--- config.mk ---
export PLATFORM = sky130hd
export DESIGN_NAME = srsq_seq
export DESIGN_NICKNAME = d
export VERILOG_FILES = /design/src/hdl/srsq_pkg.sv /design/src/hdl/srsq_sync.sv /design/src/hdl/srsq_fifo.sv /design/src/hdl/srsq_seq.sv
export VERILOG_INCLUDE_DIRS = /design/src /design/src/hdl
export SDC_FILE = /design/constraint.sdc
export NUM_CORES = 1
export LEC_CHECK = 0
export BUFFER_PORTS_ARGS = -buffer_cell sky130_fd_sc_hd__clkbuf_2
export CORE_MARGIN = 8
export CORE_UTILIZATION = 60
export CTS_CLUSTER_SIZE = 40
export DETAILED_ROUTE_END_ITERATION = 12
export PLACE_DENSITY = 0.76
export SYNTH_ARGS = -nofsm -noshare
export SYNTH_HDL_FRONTEND = slang
export SYNTH_SLANG_ARGS = --single-unit
export TNS_END_PERCENT = 30
--- constraint.sdc ---
create_clock -name ref_clk -period 3.96 [get_ports ref_clk]
set_clock_uncertainty 0.2 [all_clocks]
set_input_delay 0.396 -clock ref_clk [delete_from_list [all_inputs] [get_ports ref_clk]]
set_output_delay 0.396 -clock ref_clk [all_outputs]
set_load 0.05 [all_outputs]
--- src/hdl/srsq_params.svh ---
// constants of the serial register access sequencer
`ifndef SRSQ_PARAMS_SVH
`define SRSQ_PARAMS_SVH

`define SRSQ_DEV_ADDR_RST     2'h1
`define SRSQ_RD_LOOP_RST      2'h2
`define SRSQ_WR_LOOP_RST      1'h1
`define SRSQ_WIDTH_RST        2'h1
`define SRSQ_WIDTH_24         2'h1
`define SRSQ_WIDTH_16         2'h0
`define SRSQ_WIDTH_32A        2'h2
`define SRSQ_WIDTH_32B        2'h3
`define SRSQ_BITS_16          6'h10
`define SRSQ_BITS_24          6'h18
`define SRSQ_BITS_32          6'h20
`define SRSQ_CTRL_BITS        6'h08
`define SRSQ_LOCK_KEY         8'hA5
`define SRSQ_LOCK_REG         5'h1F
`define SRSQ_RO_LAST          5'h07
`define SRSQ_ADC_LAST         5'h05
`define SRSQ_FIFO_WIDTH       32
`define SRSQ_FIFO_DEPTH       4

`endif

--- src/hdl/srsq_pkg.sv ---
// types of the serial register access sequencer
package srsq_pkg;
  typedef enum logic [1:0] {
    SRSQ_LOOP_STATIC,
    SRSQ_LOOP_GROUP,
    SRSQ_LOOP_TYPE,
    SRSQ_LOOP_FULL
  } srsq_loop_e;

  typedef enum logic [1:0] {
    SRSQ_ST_IDLE,
    SRSQ_ST_CTRL,
    SRSQ_ST_READ,
    SRSQ_ST_WRITE
  } srsq_state_e;
endpackage : srsq_pkg

--- src/hdl/srsq_sync.sv ---
// two flip-flop level synchroniser with configurable reset level
`timescale 1ns/1ps
module srsq_sync #(
  parameter logic RST_VAL = 1'b0
) (
  input  wire logic ref_clk,
  input  wire logic arst_n,
  input  wire logic async_in,
  output logic      sync_out
);
  logic meta_q;

  always_ff @(posedge ref_clk or negedge arst_n) begin
    if (!arst_n) begin
      meta_q   <= RST_VAL;
      sync_out <= RST_VAL;
    end else begin
      meta_q   <= async_in;
      sync_out <= meta_q;
    end
  end
endmodule : srsq_sync

--- src/hdl/srsq_fifo.sv ---
// small valid/ready FIFO holding written register words
`timescale 1ns/1ps
module srsq_fifo #(
  parameter int WIDTH = 32,
  parameter int DEPTH = 4
) (
  input  wire logic             ref_clk,
  input  wire logic             arst_n,
  input  wire logic             flush,
  input  wire logic             in_valid,
  output logic                  in_ready,
  input  wire logic [WIDTH-1:0] in_data,
  output logic                  out_valid,
  input  wire logic             out_ready,
  output logic      [WIDTH-1:0] out_data
);
  localparam int AW = $clog2(DEPTH);

  logic [WIDTH-1:0] mem_q [DEPTH];
  logic [AW-1:0]    wr_q;
  logic [AW-1:0]    rd_q;
  logic [AW:0]      cnt_q;
  wire              push = in_valid && in_ready;
  wire              pop  = out_valid && out_ready;

  assign in_ready  = (cnt_q != (AW+1)'(DEPTH));
  assign out_valid = (cnt_q != '0);
  assign out_data  = mem_q[rd_q];

  always_ff @(posedge ref_clk) begin
    if (push) begin
      mem_q[wr_q] <= in_data;
    end
  end

  always_ff @(posedge ref_clk or negedge arst_n) begin
    if (!arst_n) begin
      wr_q  <= '0;
      rd_q  <= '0;
      cnt_q <= '0;
    end else if (flush) begin
      wr_q  <= '0;
      rd_q  <= '0;
      cnt_q <= '0;
    end else begin
      if (push) begin
        wr_q <= AW'(wr_q + 1'b1);
      end
      if (pop) begin
        rd_q <= AW'(rd_q + 1'b1);
      end
      cnt_q <= (AW+1)'(cnt_q + push - pop);
    end
  end
endmodule : srsq_fifo

--- src/hdl/srsq_seq.sv ---
// spi slave command sequencer: control byte, looping reads and writes
`include "srsq_params.svh"
`timescale 1ns/1ps
module srsq_seq #(
  // bit i set: index i opens a new group / type set (arbitrary boundaries)
  parameter logic [31:0] GROUP_START = 32'h5555_0155,
  parameter logic [31:0] TYPE_START  = 32'h0001_0101,
  // bit i set: index i exists in the map
  parameter logic [31:0] DEFINED     = 32'hFFFF_FFFF
) (
  input  wire logic        ref_clk,
  input  wire logic        arst_n,
  // spi pins
  input  wire logic        cs_n,
  input  wire logic        sck,
  input  wire logic        sdi,
  output logic             sdo_o,
  output logic             sdo_oe,
  // configuration from the comm_status_config_register
  input  wire logic [1:0]  dev_addr,
  input  wire logic [1:0]  rd_loop,
  input  wire logic        wr_loop,
  input  wire logic [1:0]  data_width,
  input  wire logic [7:0]  lock_code,
  input  wire logic        conversion_ready_pulse,
  // register file side
  output logic [4:0]       rd_index,
  input  wire logic [31:0] rd_word,
  output logic             wr_valid,
  output logic [4:0]       wr_index,
  output logic [31:0]      wr_data,
  input  wire logic        wr_ready,
  output logic             busy,
  output logic [4:0]       ptr
);
  // ------------------------------------------------------------------
  // pin synchronisers
  // ------------------------------------------------------------------
  logic cs_s;
  logic sck_s;
  logic sdi_s;
  logic rdy_s;

  srsq_sync #(.RST_VAL(1'b1)) u_cs (.ref_clk(ref_clk), .arst_n(arst_n),
    .async_in(cs_n), .sync_out(cs_s));
  srsq_sync #(.RST_VAL(1'b0)) u_sck (.ref_clk(ref_clk), .arst_n(arst_n),
    .async_in(sck), .sync_out(sck_s));
  srsq_sync #(.RST_VAL(1'b0)) u_sdi (.ref_clk(ref_clk), .arst_n(arst_n),
    .async_in(sdi), .sync_out(sdi_s));
  srsq_sync #(.RST_VAL(1'b1)) u_rdy (.ref_clk(ref_clk), .arst_n(arst_n),
    .async_in(conversion_ready_pulse), .sync_out(rdy_s));

  logic cs_d1_q;
  logic sck_d1_q;
  logic rdy_d1_q;

  always_ff @(posedge ref_clk or negedge arst_n) begin
    if (!arst_n) begin
      cs_d1_q  <= 1'b1;
      sck_d1_q <= 1'b0;
      rdy_d1_q <= 1'b1;
    end else begin
      cs_d1_q  <= cs_s;
      sck_d1_q <= sck_s;
      rdy_d1_q <= rdy_s;
    end
  end

  wire cs_rise  = cs_s && !cs_d1_q;
  wire sck_rise = !cs_s && sck_s && !sck_d1_q;
  wire sck_fall = !cs_s && !sck_s && sck_d1_q;
  wire rdy_fall = !rdy_s && rdy_d1_q;

  // ------------------------------------------------------------------
  // state and counters
  // ------------------------------------------------------------------
  srsq_pkg::srsq_state_e st_q;
  srsq_pkg::srsq_state_e st_d;
  logic [5:0]  bit_q;
  logic [31:0] shin_q;
  logic [31:0] shout_q;
  logic [4:0]  ptr_q;
  logic        sdo_q;
  logic        oe_q;
  logic        word_done_q;   // a word of an ADC index was just loaded, cleared on the next sck fall

  wire [5:0] word_bits =
    (data_width == `SRSQ_WIDTH_16) ? `SRSQ_BITS_16 :
    (data_width == `SRSQ_WIDTH_24) ? `SRSQ_BITS_24 : `SRSQ_BITS_32;

  // left-align the word so the msb leaves first
  wire [31:0] load_word =
    (word_bits == `SRSQ_BITS_16) ? {rd_word[15:0], 16'h0000} :
    (word_bits == `SRSQ_BITS_24) ? {rd_word[23:0], 8'h00} : rd_word;

  wire [7:0] ctrl_byte = {shin_q[6:0], sdi_s};
  wire       ctrl_done = (st_q == srsq_pkg::SRSQ_ST_CTRL) && sck_rise &&
                         (bit_q == `SRSQ_CTRL_BITS - 6'h01);
  wire       ctrl_hit  = (ctrl_byte[7:6] == dev_addr);
  wire       ctrl_rd   = ctrl_byte[0];
  wire [4:0] ctrl_idx  = ctrl_byte[5:1];

  wire       last_bit  = sck_rise && (bit_q == word_bits - 6'h01);
  wire       rd_last   = (st_q == srsq_pkg::SRSQ_ST_READ) && last_bit;
  wire       wr_last   = (st_q == srsq_pkg::SRSQ_ST_WRITE) && last_bit;

  // ------------------------------------------------------------------
  // pointer advance within the active set
  // ------------------------------------------------------------------
  function automatic logic [4:0] srsq_next(input logic [4:0] cur,
                                           input logic [31:0] starts,
                                           input logic full);
    logic [4:0] nxt;
    logic [4:0] first;
    nxt   = 5'(cur + 5'h01);
    first = cur;
    for (int i = 0; i < 32; i++) begin
      if (i[4:0] <= cur && (starts[i] || i == 0)) begin
        first = i[4:0];
      end
    end
    if (full) begin
      srsq_next = nxt;
    end else if (cur == 5'h1F || starts[nxt]) begin
      srsq_next = first;
    end else begin
      srsq_next = nxt;
    end
  endfunction : srsq_next

  wire [4:0] rd_next =
    (rd_loop == srsq_pkg::SRSQ_LOOP_STATIC) ? ptr_q :
    (rd_loop == srsq_pkg::SRSQ_LOOP_GROUP)  ?
      srsq_next(ptr_q, GROUP_START, 1'b0) :
    (rd_loop == srsq_pkg::SRSQ_LOOP_TYPE)   ?
      srsq_next(ptr_q, TYPE_START, 1'b0) :
      srsq_next(ptr_q, 32'h0, 1'b1);

  wire [4:0] wr_next = wr_loop ? srsq_next(ptr_q, TYPE_START, 1'b0)
                               : ptr_q;

  wire unlocked  = (lock_code == `SRSQ_LOCK_KEY);
  wire writable  = DEFINED[ptr_q] && (ptr_q > `SRSQ_RO_LAST) &&
                   (unlocked || ptr_q == `SRSQ_LOCK_REG);
  wire [31:0] wr_word = {shin_q[30:0], sdi_s};
  wire [31:0] wr_aligned =
    (word_bits == `SRSQ_BITS_16) ? {16'h0000, wr_word[15:0]} :
    (word_bits == `SRSQ_BITS_24) ? {8'h00, wr_word[23:0]} : wr_word;

  // ------------------------------------------------------------------
  // write buffer
  // ------------------------------------------------------------------
  logic        fifo_in_ready;
  logic        fifo_out_valid;
  logic [36:0] fifo_out_data;
  wire         fifo_push = wr_last && writable;

  srsq_fifo #(.WIDTH(`SRSQ_FIFO_WIDTH + 5), .DEPTH(`SRSQ_FIFO_DEPTH))
    u_fifo (
      .ref_clk  (ref_clk),
      .arst_n   (arst_n),
      .flush    (1'b0),
      .in_valid (fifo_push),
      .in_ready (fifo_in_ready),
      .in_data  ({ptr_q, wr_aligned}),
      .out_valid(fifo_out_valid),
      .out_ready(wr_ready && !wr_valid),
      .out_data (fifo_out_data)
    );

  // ------------------------------------------------------------------
  // foreign chip id: stay deaf until chip select rises
  // ------------------------------------------------------------------
  // without this the idle state would reopen the control phase and
  // could take a data word addressed to another chip as a command
  logic skip_q;

  always_ff @(posedge ref_clk or negedge arst_n) begin
    if (!arst_n) begin
      skip_q <= 1'b0;
    end else if (cs_s) begin
      skip_q <= 1'b0;
    end else if (ctrl_done && !ctrl_hit) begin
      skip_q <= 1'b1;
    end
  end

  // ------------------------------------------------------------------
  // main state machine
  // ------------------------------------------------------------------
  always_comb begin
    st_d = st_q;
    case (st_q)
      srsq_pkg::SRSQ_ST_IDLE: begin
        if (!cs_s && !skip_q) begin
          st_d = srsq_pkg::SRSQ_ST_CTRL;
        end
      end
      srsq_pkg::SRSQ_ST_CTRL: begin
        if (ctrl_done) begin
          if (!ctrl_hit) begin
            st_d = srsq_pkg::SRSQ_ST_IDLE;
          end else if (ctrl_rd) begin
            st_d = srsq_pkg::SRSQ_ST_READ;
          end else begin
            st_d = srsq_pkg::SRSQ_ST_WRITE;
          end
        end
      end
      srsq_pkg::SRSQ_ST_READ: st_d = st_q;
      srsq_pkg::SRSQ_ST_WRITE: st_d = st_q;
      default: st_d = srsq_pkg::SRSQ_ST_IDLE;
    endcase
    if (cs_s) begin
      st_d = srsq_pkg::SRSQ_ST_IDLE;
    end
  end

  always_ff @(posedge ref_clk or negedge arst_n) begin
    if (!arst_n) begin
      st_q <= srsq_pkg::SRSQ_ST_IDLE;
    end else begin
      st_q <= st_d;
    end
  end

  // bit counter and input shifter; reads ignore sdi after the control byte
  always_ff @(posedge ref_clk or negedge arst_n) begin
    if (!arst_n) begin
      bit_q  <= '0;
      shin_q <= '0;
    end else if (cs_s || cs_rise) begin
      bit_q  <= '0;
    end else if (sck_rise) begin
      if (ctrl_done || last_bit) begin
        bit_q <= '0;
      end else begin
        bit_q <= 6'(bit_q + 6'h01);
      end
      if (st_q != srsq_pkg::SRSQ_ST_READ) begin
        shin_q <= {shin_q[30:0], sdi_s};
      end
    end
  end

  // address pointer; an unwritable target stalls it
  always_ff @(posedge ref_clk or negedge arst_n) begin
    if (!arst_n) begin
      ptr_q <= '0;
    end else if (ctrl_done) begin
      ptr_q <= ctrl_idx;
    end else if (rd_last) begin
      ptr_q <= rd_next;
    end else if (wr_last && writable) begin
      ptr_q <= wr_next;
    end
  end

  // output shifter, updated on sck falling edges and on a ready fall after an ADC word
  always_ff @(posedge ref_clk or negedge arst_n) begin
    if (!arst_n) begin
      shout_q     <= '0;
      sdo_q       <= 1'b0;
      oe_q        <= 1'b0;
      word_done_q <= 1'b0;
    end else if (cs_s) begin
      oe_q        <= 1'b0;
      word_done_q <= 1'b0;
    end else if (st_q == srsq_pkg::SRSQ_ST_READ) begin
      oe_q <= 1'b1;
      if (sck_fall) begin
        if (bit_q == 6'h00) begin
          // word start: fresh word; after a full word in mode 0 this
          // already shows the next msb on the last falling edge
          sdo_q       <= load_word[31];
          shout_q     <= {load_word[30:0], 1'b0};
          word_done_q <= (ptr_q <= `SRSQ_ADC_LAST);
        end else begin
          sdo_q       <= shout_q[31];
          shout_q     <= {shout_q[30:0], 1'b0};
          word_done_q <= 1'b0;
        end
      end else if (rdy_fall && word_done_q && !sck_s) begin
        sdo_q <= load_word[31];
        // reload the rest too, so the next bits match the fresh msb
        shout_q <= {load_word[30:0], 1'b0};
      end
      // with sck idle high nothing moves: the lsb stays on the pin
    end else begin
      oe_q <= 1'b0;
    end
  end

  // write handoff register
  always_ff @(posedge ref_clk or negedge arst_n) begin
    if (!arst_n) begin
      wr_valid <= 1'b0;
      wr_index <= '0;
      wr_data  <= '0;
    end else if (wr_valid) begin
      wr_valid <= 1'b0;
    end else if (fifo_out_valid && wr_ready) begin
      wr_valid <= 1'b1;
      wr_index <= fifo_out_data[36:32];
      wr_data  <= fifo_out_data[31:0];
    end
  end

  always_ff @(posedge ref_clk or negedge arst_n) begin
    if (!arst_n) begin
      rd_index <= '0;
      busy     <= 1'b0;
      ptr      <= '0;
    end else begin
      rd_index <= (ctrl_done) ? ctrl_idx : (rd_last ? rd_next : ptr_q);
      busy     <= (st_q != srsq_pkg::SRSQ_ST_IDLE) || fifo_out_valid
                  || !fifo_in_ready;
      ptr      <= ptr_q;
    end
  end

  assign sdo_o  = sdo_q;
  assign sdo_oe = oe_q;
endmodule : srsq_seq

# Word level (Yosys, flattened, before mapping)
# Memories as Yosys holds them, arrays and structs flattened. A register that Yosys moved wholly into a read port is not among the register bits.
# Index checks and enable logic that the tools add are counted.
[op_classes]
bitwise_logic = 3
add_sub_neg = 7
mux = 62
n_lt_le_gt_ge = 17
reduce_logical = 59
eq_ne = 18
[ops]
columns = ["op", "count"]
rows = [
  ["32-bit 2-to-1 mux", 7],
  ["5-bit 2-to-1 mux", 26],
  ["5-bit <= comparator, first input constant", 8],
  ["6-bit 2-to-1 mux", 5],
  ["1-bit logical AND", 22],
  ["1-bit 2-to-1 mux", 19],
  ["6-bit by 5-bit == test with 1-bit output, second input constant", 2],
  ["5-bit by 6-bit < comparator with 1-bit output, second input constant", 2],
  ["2-bit nonzero test", 6],
  ["3-bit by 5-bit <= comparator with 1-bit output, first input constant", 2],
  ["1-bit logical NOT", 10],
  ["3-bit AND reduction", 3],
  ["3-bit nonzero test", 3],
  ["8-bit == test, second input constant", 1],
  ["2-bit 2-to-1 mux", 4],
  ["1-bit logical OR", 7],
  ["6-bit by 1-bit adder with 6-bit output, second input constant", 1],
  ["2-bit by 1-bit == test with 1-bit output, second input constant", 3],
  ["2-bit == test, second input constant", 3],
  ["6-bit by 3-bit == test with 1-bit output, second input constant", 1],
  ["6-bit == test", 1],
  ["2-bit logical NOT", 3],
  ["6-bit logical NOT", 1],
  ["3-bit by 2-bit != test with 1-bit output, second input constant", 2],
  ["19 further kinds", 24],
]
[word_totals]
ramBits = 148
mem_count = 4
ff_bits = 110
word_cells = 197
output_inout_bits = 51
romBits = 96
input_bits = 54
[mem_list]
columns = ["name", "depth", "word_bits", "read_ports", "rd_clocked_by_memory_dff", "write_ports", "line_no", "rtl"]
rows = [
  ["u_fifo.mem_q", 4, 37, 1, 1, 1, "srsq_fifo.sv:19", "logic [WIDTH-1:0] mem_q [DEPTH];"],
  ["(name not given)", 32, 1, 1, 0, 0, "srsq_seq.sv:124", "end else if (cur == 5'h1F || starts[nxt]) begin"],
  ["(name not given)", 32, 1, 1, 0, 0, "srsq_seq.sv:143", "wire writable = DEFINED[ptr_q] && (ptr_q > `SRSQ_RO_LAST) &&"],
  ["(name not given)", 32, 1, 1, 0, 0, "srsq_seq.sv:124", ""],
]

# Depth between registers and ports, before layout
# Gate-level depths: netlist of the first run.
[depth]
ltp_word = 19
mapped_depth = 14
mapped_depth_nobuf = 12

# Hierarchy
# Synthesis of the first run repeated with hierarchy kept, for this count alone.
[unflattened]
hier_cells = 976
hier_area_um2 = 12657.1
[modules_own_cells]
columns = ["mod", "instances", "area_per_inst_um2", "seq_area_each_um2", "cells_each"]
rows = [
  ["srsq_seq", 1, 6657.6, 3254.4, 729],
  ["srsq_fifo", 1, 5794.3, 4619.4, 239],
  ["srsq_sync (u_cs ...)", 2, 52.6, 52.6, 2],
  ["srsq_sync (u_sck ...)", 2, 50.0, 50.0, 2],
]

# Worst setup path before layout of the first run
# OpenSTA, ideal clock, no wires.
[synth_timing]
kind = "flip-flop to flip-flop"
startpoint = "reg ptr_q[3]"
endpoint = "mem u_fifo.mem_q[0][0] in the netlist's numbering (enable)"
t_required_ns = 3.362
setup_slack_ns = 0.342
path_buffers = 3
synth_period_minus_slack_ns = 3.618
setup_time_ns = 0.398
path_stages_with_launch = 11
t_arrival_ns = 3.020
path_cell_list = "dfrtp_1 -> buf_2 -> clkbuf_1 -> and3_1 -> ha_1 -> clkbuf_1 -> a21oi_1 -> nor4_1 -> nand2_1 -> a21oi_2 -> and2_1"
[synth_between]
elab_chain_len = 8
elab_cells_between_ends = 11
classes_between = "order compare: 1; eq/ne: 1; mux: 3; reduce/logical: 5; memory: 1"
[synth_rtl]
columns = ["item", "line_no", "rtl"]
rows = [
  ["from (decl)", "srsq_seq.sv:82", "logic [4:0] ptr_q;"],
  ["from (signal assigned)", "srsq_seq.sv:251", "ptr_q <= ctrl_idx;"],
  ["from (signal assigned)", "srsq_seq.sv:253", "ptr_q <= rd_next;"],
  ["from (signal assigned)", "srsq_seq.sv:255", "ptr_q <= wr_next;"],
  ["memory read 32 x 1 bit", "-", ""],
  ["1-bit 2-to-1 mux (implied by the code)", "srsq_seq.sv:143", ""],
  ["1-bit logical AND", "srsq_seq.sv:143", ""],
  ["1-bit logical AND *", "srsq_seq.sv:143", ""],
  ["1-bit logical AND *", "srsq_seq.sv:156", "wire fifo_push = wr_last && writable;"],
  ["1-bit logical AND *", "srsq_fifo.sv:23", "wire push = in_valid && in_ready;"],
  ["named net u_fifo.push", "srsq_fifo.sv:23", ""],
  ["1-bit 2-to-1 mux *", "srsq_fifo.sv:31", "if (push) begin"],
  ["1-bit 2-to-1 mux (implied by the code) *", "srsq_fifo.sv:32", "mem_q[wr_q] <= in_data;"],
  ["to (decl)", "srsq_fifo.sv:19", ""],
]
# The timed path passes the listed nets; every way through them passes the cells marked *. The select of a mux whose other input is x is not followed.

# Worst setup path after layout of the first run
[layout_timing]
startpoint = "reg ptr_q[2]"
endpoint = "mem u_fifo.mem_q[0][30] in the netlist's numbering (enable)"
# The elaborated chain is that of the path after synthesis.

==> results.toml, run 1 <==
[timing]
slew_viol_final = 0
setup_tns_ns = 0
tightest_slew_ns = 1.01
rsz0062_at_grt = "no"
holdWs_ns = 0.0371
fin_crit_ns = 3.10
timing.final.hold_violations = 0
fmaxAchievable_ghz = 0.323
setup_viol = 0
max_slew_margin = 0.325
fin_crit_sh = 0.782

[placement]
place_inst = 1225
gp_congestion = 0.878
portBuffers = 104
hpwl_um = 15700

[layout]
diodes = 0
final_util = 0.707
fillCellCount = 1362
fin_nets = 1063
instances_no_fill = 1288
final_cell_mix = "148 x edfxtp_1, 139 x dfrtp_1, 103 x clkbuf_2"
area_delta_synth_final_pct = 15.7
final_common_cell = "edfxtp_1"
drive_above_1_share = 0.288

[worst_setup_path]
critPathTopFamily = "simple AND/OR/NAND/NOR gates"
cp.arrival_ns = 3.08
rrSetupSlack_ns = 0.86
cpPeakStageDelay_ns = 0.64
cp-end-kind = "flip-flop"
crit_path_start_kind = "flip-flop"
cp.buffers_inverters = 1
slowest_stage = "dfrtp_1"
crit_path_max_fanout = 37
criticalPathCategory = "reg2reg"
cp.required_ns = 3.95
cp_cell_sequence = "and3_1 -> ha_1 -> a21oi_1 -> nor4_1 -> nand2_1 -> a21oi_2 -> and2_1 -> buf_4"

[power_and_ir_drop]
fin_total_pwr_w = 0.00848
power.density_mw_per_mm2 = 591
p_leak_nw = 5.80
vdd_drop_max_mv = 0.365

[logic_synthesis]
synthArstFlopShare = 0.495
synth_xor_area_frac = 0.00706
yosysTopAreaCell = "edfxtp_1"
synth_top_family_by_area = "multiplexers"
synth_simple_gate_area_frac = 0.0860
yosys.area_share.adder = 0.0157
synth.area.mux_share = 0.143
synthTopCellsByArea = "edfxtp_1 36%, dfrtp_1 28%, mux4_2 6.7%"
synth_area_mm2 = 0.0124
yosysSeqAreaShare = 0.651
yosys_warnings = 0
postSynthAreaPerCell_um2 = 14.0
ys_types = 69
ys_seq_elements = 293
ys.flop_type = "edfxtp_1"
synth_top_area_frac = 0.358
syn-num-nets = 954
synth-edff-count = 148
synth_compound_area_frac = 0.0734
syn_inst = 885

[floorplanning]
initial_core_util = 0.611
io_pins = 105
dieArea_mm2 = 0.0255
core_mm2 = 0.0203
die_h_um = 160
fp-row-count = 52
die_x_um = 160

[route]
wl_per_cell_um = 19.3
wl_um = 24800
ant_nets = 0
drt-initial-drc-count = 431
viasPerCell = 5.81
drt_first_pass_iters = 5
vias = 7484
drcViolationCount = 0

[global_route]
grt_pass1_wl_um = 40900
grt_use_total = 0.196
grt_max_degree = 82
grt_overflow = 0
grt_pass1_vias = 7761
antenna_found_initial = 0

[cts]
cts_buffer_depth = 3
cts_buffers = 30
cts_hold_buf = 7
cts-root-buf = "clkbuf_16"
clkSlewWorstSetupHoldPaths_ns = 0.06
post-cts-setup-buffer-count = 0
insertion_delay_ns = 0.56
h-tree-depth = 1
clock-sinks = 293
tritoncts = "yes"
cts_resized = 0

[worst_hold_path]
hold_class = "in2reg"

[outcome]
status = "finished, final reports clean"

[flow_run]
cap_violations = 0
## per-layer routing
| metal | routed length, um | track usage |
|---|---|---|
| met4 | 599 | 0.0556 |
| met3 | 1230 | 0.0362 |
| met2 | 12100 | 0.333 |
| met5 | 0 | 0 |
| met1 | 10900 | 0.255 |
## flip-flops by register name (all words and copies together) (netlist names), 5 cells and up
name,cells
ptr_q,5
shin_q,31
wr_index,5
wr_data,32
bit_q,6
shout_q,31
rd_index,5
u_fifo.mem_q,148
ptr,5
## power by group
part	leakage, nW	internal (W)	total [W]	switching, W
clock	0.515	0.00176	0.00292	0.00115
sequential	2.98	0.00348	0.00372	0.000237
combinational	2.30	0.000664	0.00185	0.00118
total	5.80	0.00591	0.00848	0.00257
## cell usage after synthesis (4+ instances only)
library cell    n
edfxtp_1      148
dfrtp_1       140
nor2_1         76
nand2_1        73
mux2_2         67
a21oi_1        56
mux4_2         37
o21ai_1        36
clkbuf_1       30
inv_1          19
mux2i_1        18
nor2b_1        16
and2_1         15
ha_1           14
buf_2          12
a22oi_1         9
buf_1           9
xnor2_1         7
a31oi_1         6
nor3_1          6
nor4_1          6
a211oi_1        5
dfstp_2         5
nand2b_1        5
o21ai_0         5
o31ai_1         5
nand3_1         4
## cells by family after synthesis
group           after synthesis
flops                       293
simple gates                223
compound gates              149
mux                         123
buf+inv                      72
fa+ha+maj                    15
xor+xnor                     10
## layout make-up
class,count,area [um2],share of cell area
multi-input combinational,520,4050,0.282
clock buffer,37,797,0.0555
inverter,20,75.1,0.00523
tap,270,338,0.0235
sequential,293,8080,0.563
timing repair buffer,129,757,0.0527
clock inverter,19,253,0.0176
## worst min-delay path, stage by stage
cell and delay, ns:
clkbuf_2 0.08, a21oi_1 0.05, nor2_1 0.08, a21oi_1 0.04, o21ai_1 0.10
## worst paths after layout
path,start,end,cells past startpoint
worst max-delay path,ptr_q[2],u_fifo.mem_q[0][30],8
worst min-delay path,rd_word[25],shout_q[26],5
worst max register to register,ptr_q[2],u_fifo.mem_q[0][30],8
worst min register to register,u_sdi.meta_q,u_sdi.sync_out,0
max in group asynchronous,arst_n,u_cs.sync_out,3
min in group asynchronous,arst_n,u_fifo.rd_q[1],2
## stage by stage
| step | setup slack (ns) | instance area (um2) |
|---|---|---|
| 2_1_floorplan | 0.342 | 12400 |
| 3_3_place_gp | 0.963 | 13200 |
| 3_5_place_dp | 0.862 | 13200 |
| 4_1_cts | 0.867 | 14400 |
| 5_1_grt | 0.608 | 14400 |
| 6_report | 0.863 | 14400 |
No activity file was read; power rests on OpenSTA's default activity.
==> run 2, diff against run 1 <==
clock period = 2.9 ns   (was 3.96 ns; I/O delays follow)
==> results.toml, run 2 (synthesized netlist as in run 1, its figures left out) <==
[layout]
final_util = 0.725
area_delta_synth_final_pct = 18.6
fillCellCount = 1359
top_register = "u_fifo.mem_q"
stdcell_area_mm2 = 0.0147
diodes = 0
final_cell_mix = "148 x edfxtp_1, 139 x dfrtp_1, 103 x clkbuf_2"
largest_register_ffs = 148
fin_nets = 1099
final_common_cell = "edfxtp_1"
drive_above_1_share = 0.300
reg_top3 = "u_fifo.mem_q (148), wr_data (32)"

[flow_run]
cap_violations = 0

[floorplanning]
die_x_um = 160
die_h_um = 160
io_pins = 105
initial_core_util = 0.611
dieArea_mm2 = 0.0255
core_mm2 = 0.0203
fp-row-count = 52

[timing]
rsz0062_at_grt = "no"
holdWs_ns = 0.0210
setup_viol = 0
tightest_slew_ns = 0.673
timing.final.hold_violations = 0
slew_viol_final = 0
max_slew_margin = 0.550
fin_crit_ns = 2.69
setup_tns_ns = 0
fin_crit_sh = 0.927
setup_ws_ns = 0.211
fmaxAchievable_ghz = 0.372

[cts]
cts_buffers = 29
insertion_delay_ns = 0.53
clock-sinks = 293
cts-root-buf = "clkbuf_16"
cts_buffer_depth = 3
tritoncts = "yes"
clkSlewWorstSetupHoldPaths_ns = 0.07
h-tree-depth = 1
post-cts-setup-buffer-count = 0

[worst_setup_path]
rr_endpoint = "u_fifo.cnt_q[2]"
cp-end-kind = "flip-flop"
reg2reg_depth = 12
rrSetupSlack_ns = 0.21
cp.required_ns = 3.14
cp.arrival_ns = 2.93
crit_path_max_fanout = 7
crit_path_start_kind = "flip-flop"
criticalPathCategory = "reg2reg"
r2r-start = "ptr_q[0]"

[route]
drcViolationCount = 0
wl_um = 26000
drt_first_pass_iters = 5
viasPerCell = 5.78
wl_per_cell_um = 19.7
drt-initial-drc-count = 611
vias = 7631
ant_nets = 0

[global_route]
gr-usage-met1 = 0.276
grt_max_degree = 65
grt_use_total = 0.208
grt_pass1_wl_um = 42900
use_met3 = 0.0442
busiest_layer = "met2"
grt_pass1_vias = 7937
grt_overflow = 0
met2_usage = 0.348
antenna_found_initial = 0

[power_and_ir_drop]
combPwrFrac = 0.232
power.density_mw_per_mm2 = 774
clkPwrFrac = 0.321
seq_power_share = 0.447
p_int_w = 0.00788
p_leak_nw = 5.93
p_switching_w = 0.00352
p_sw_frac = 0.309
vdd_drop_max_mv = 0.488

[worst_hold_path]
min_path_cells = 5
min_from = "rd_word[10]"
hold_class = "in2reg"
min_to = "shout_q[11]"

[placement]
dpl_cell_area_mm2 = 0.0135
place_ws_ns = 0.113
gp_congestion = 0.890
hpwl_um = 16800
portBuffers = 104

[outcome]
status = "finished, final reports clean"
## run 2: repair_timing
item / 4_1_cts / 5_1_grt
hold buffers: 26 / 0
endpoints found under the hold margin: 166 / 0
gates resized for setup: 0 / 5
endpoints found under the setup margin: 0 / 127
## run 2: final cells by class
class	instances	area [um2]	share of cell area
multi-input cells	520	4090	0.278
repair buffers	166	1190	0.0812
well taps	270	338	0.0229
flip-flops and latches	293	8080	0.549
clock inverters	18	175	0.0119
clock buffers	34	764	0.0519
inverters	20	75.1	0.00510
## run 2: routing by layer
layer	vias to the layer above	routed length, um
li1	3553	-
met1	3784	11000
met2	254	12800
met3	40	1760
met4	0	439
met5	-	0
## run 2: stage by stage
step | power (W) | std cells
after floorplan | 0.00703 | 885
after global routing | 0.0119 | 1321
final | 0.0114 | 1321
after global placement | 0.00774 | 1243
after detailed placement | 0.00782 | 1243
after CTS | 0.0115 | 1321
## run 2: critical path, cell delays in order, from the launching register on
cell	delay, ns
dfrtp_1	0.35
ha_1	0.17
and3_1	0.17
ha_2	0.25
a21oi_1	0.11
nor4_2	0.17
nand2_1	0.15
a21oi_4	0.15
ha_1	0.15
inv_1	0.04
fa_1	0.37
xnor2_1	0.18
xnor2_1	0.15
## run 2: how the worst max path moves through the flow
stage,startpoint,to,slack (ns),cells past startpoint
global route,ptr_q[0],u_fifo.cnt_q[2],0.06,12
floorplan,ptr_q[3],u_fifo.cnt_q[2],0.06,14
detailed placement,ptr_q[0],ptr_q[4],0.11,9
finish,ptr_q[0],u_fifo.cnt_q[2],0.21,12
global placement,ptr_q[0],ptr_q[4],0.17,9
CTS,ptr_q[0],ptr_q[4],0.09,9
## run 2: power groups by stage
| stage | Combinational [W] | Clock, W | Sequential [W] |
|---|---|---|---|
| 3_3_place_gp | 0.00260 | 0 | 0.00515 |
| 3_5_place_dp | 0.00265 | 0 | 0.00518 |
| 5_1_grt | 0.00282 | 0.00389 | 0.00515 |
| 4_1_cts | 0.00269 | 0.00372 | 0.00510 |
| 6_report | 0.00265 | 0.00365 | 0.00509 |
| 2_1_floorplan | 0.00114 | 0 | 0.00589 |
==> run 3, diff against run 2 <==
CORE_MARGIN = unset   (was 8)
CORE_UTILIZATION = 64   (was 60)
CTS_CLUSTER_DIAMETER = 50   (was unset)
PLACE_DENSITY = 0.81   (was 0.76)
clock period = 3.1 ns   (was 2.9 ns; I/O delays follow)
==> results.toml, run 3 (synthesized netlist as in run 1, its figures left out) <==
[outcome]
status = "finished, final reports clean"

[flow_run]
cap_violations = 0

[route]
drt-initial-drc-count = 639
drt_first_pass_iters = 5
ant_nets = 0
vias = 7872
wl_um = 25800
wl_per_cell_um = 19.8
drcViolationCount = 0
viasPerCell = 6.03

[power_and_ir_drop]
p_leak_nw = 5.94
vdd_drop_max_mv = 0.625
combPwrFrac = 0.221
clkPwrFrac = 0.342
seq_power_share = 0.437
fin_total_pwr_w = 0.0109
p_sw_frac = 0.326
power.density_mw_per_mm2 = 738
p_int_w = 0.00732
p_switching_w = 0.00354

[timing]
setup_tns_ns = 0
setup_ws_ns = 0.160
rsz0062_at_grt = "no"
timing.final.hold_violations = 0
slew_viol_final = 0
holdWs_ns = 0.00896
tightest_slew_ns = 1.01
max_slew_margin = 0.325
setup_viol = 0
fin_crit_sh = 0.948
fmaxAchievable_ghz = 0.340
fin_crit_ns = 2.94

[global_route]
grt_max_degree = 64
antenna_found_initial = 1
grt_pass1_wl_um = 41600
grt_pass1_vias = 7920
grt_use_total = 0.271
grt_overflow = 0

[layout]
multi_input_area_mm2 = 0.00407
stdcell_area_mm2 = 0.0147
reg_top3 = "u_fifo.mem_q (148), wr_data (32)"
fillCellCount = 1021
largest_register_ffs = 148
fin_nets = 1092
area_delta_synth_final_pct = 18.7
final_common_cell = "edfxtp_1"
drive_above_1_share = 0.295
final_cell_mix = "148 x edfxtp_1, 139 x dfrtp_1, 103 x clkbuf_2"
top_register = "u_fifo.mem_q"
layout.area.seq_mm2 = 0.00808

[cts]
clkSlewWorstSetupHoldPaths_ns = 0.08
post-cts-setup-buffer-count = 0
clock-sinks = 293
cts_buffers = 28
h-tree-depth = 1
cts-root-buf = "clkbuf_16"
cts_buffer_depth = 3
tritoncts = "yes"
insertion_delay_ns = 0.55

[placement]
dpl_cell_area_mm2 = 0.0134
portBuffers = 104
place_ws_ns = 0.164
hpwl_um = 15600
gp_congestion = 0.926

[worst_hold_path]
min_to = "shout_q[25]"
hold_class = "in2reg"
min_path_cells = 5
min_from = "rd_word[24]"

[worst_setup_path]
cp.arrival_ns = 3.21
reg2reg_depth = 9
cp-end-kind = "flip-flop"
slowest_stage = "o41a_1"
cpMostUsedCell = "ha_1"
crit_path_max_fanout = 6
cp.required_ns = 3.37
rrSetupSlack_ns = 0.16
criticalPathCategory = "reg2reg"
rr_endpoint = "ptr_q[4]"
crit_path_start_kind = "flip-flop"
cpPeakStageDelay_ns = 0.43
cp_cell_sequence = "ha_1 -> and3_1 -> ha_1 -> nor2b_2 -> nor2_1 -> a221oi_1 -> a21oi_1 -> o41a_1 -> a31oi_1"
r2r-start = "ptr_q[1]"

[floorplanning]
fp-row-count = 50
die_x_um = 141
io_pins = 105
core_mm2 = 0.0188
initial_core_util = 0.659
die_h_um = 141
dieArea_mm2 = 0.0199
-- run 3: cell count changes in the layout (fill, tap and decap cells not counted), sizes merged --
| cell | before | now |
|---|---|---|
| inv | 20 | 27 |
| diode | 0 | 1 |
| clkbuf | 137 | 134 |
| dlygate4sd3 | 26 | 29 |
| buf | 37 | 28 |
| bufinv | 3 | 2 |
| clkinv | 10 | 9 |
| clkinvlp | 5 | 3 |
-- run 3: area by class of cell --
type,instances,share of cell area
antenna,1,0.000170
clock buffer,31,0.0498
clock inverter,21,0.0212
inverter,20,0.00510
multi-input combinational,520,0.276
sequential,293,0.549
tap,260,0.0221
timing repair buffer,160,0.0769
-- run 3: metrics by stage --
step / std cells / utilization
after global routing: 1305 / 0.782
after CTS: 1305 / 0.782
after global placement: 1224 / 0.711
final: 1306 / 0.782
after floorplan: 885 / -
after detailed placement: 1224 / 0.711
-- run 3: how the worst max path moves through the flow --
stage | start | to | slack, ns | cells past startpoint
3_5_place_dp | ptr_q[1] | u_fifo.cnt_q[2] | 0.16 | 12
2_1_floorplan | ptr_q[3] | u_fifo.mem_q[0][0] | -0.13 | 10
6_report | ptr_q[1] | ptr_q[4] | 0.16 | 9
3_3_place_gp | ptr_q[0] | u_fifo.cnt_q[2] | 0.27 | 12
4_1_cts | ptr_q[1] | ptr_q[4] | 0.05 | 9
5_1_grt | u_cs.sync_out | u_fifo.cnt_q[2] | 0.01 | 10
-- run 3: what timing repair did --
action | 4_1_cts | 5_1_grt
hold endpoints to repair | 99 | 0
hold buffers | 29 | 0
endpoints found under the setup margin | 0 | 5
resized for setup | 0 | 2
-- run 3: metal layers --
metal / track usage / up-vias / share of wire
li1: - / 3546 / -
met2: 0.440 / 323 / 0.50
met1: 0.375 / 3942 / 0.41
met5: 0 / - / 0
met3: 0.0459 / 61 / 0.061
met4: 0.0973 / 0 / 0.026
-- run 3: power by group through the flow --
stage | registers, W | clock network, W | logic (W)
finish | 0.00475 | 0.00371 | 0.00240
global route | 0.00480 | 0.00390 | 0.00255
CTS | 0.00476 | 0.00376 | 0.00242
detailed placement | 0.00483 | 0 | 0.00238
global placement | 0.00481 | 0 | 0.00235
floorplan | 0.00550 | 0 | 0.00106
-- run 3: critical path: cells and delay by family, from the launching register on --
kind	cells	cell delay (ns)
DFF	1	0.40
and+or+nand+nor	3	0.57
adders and majority gates	2	0.56
AOI/OAI and AO/OA	4	1.12
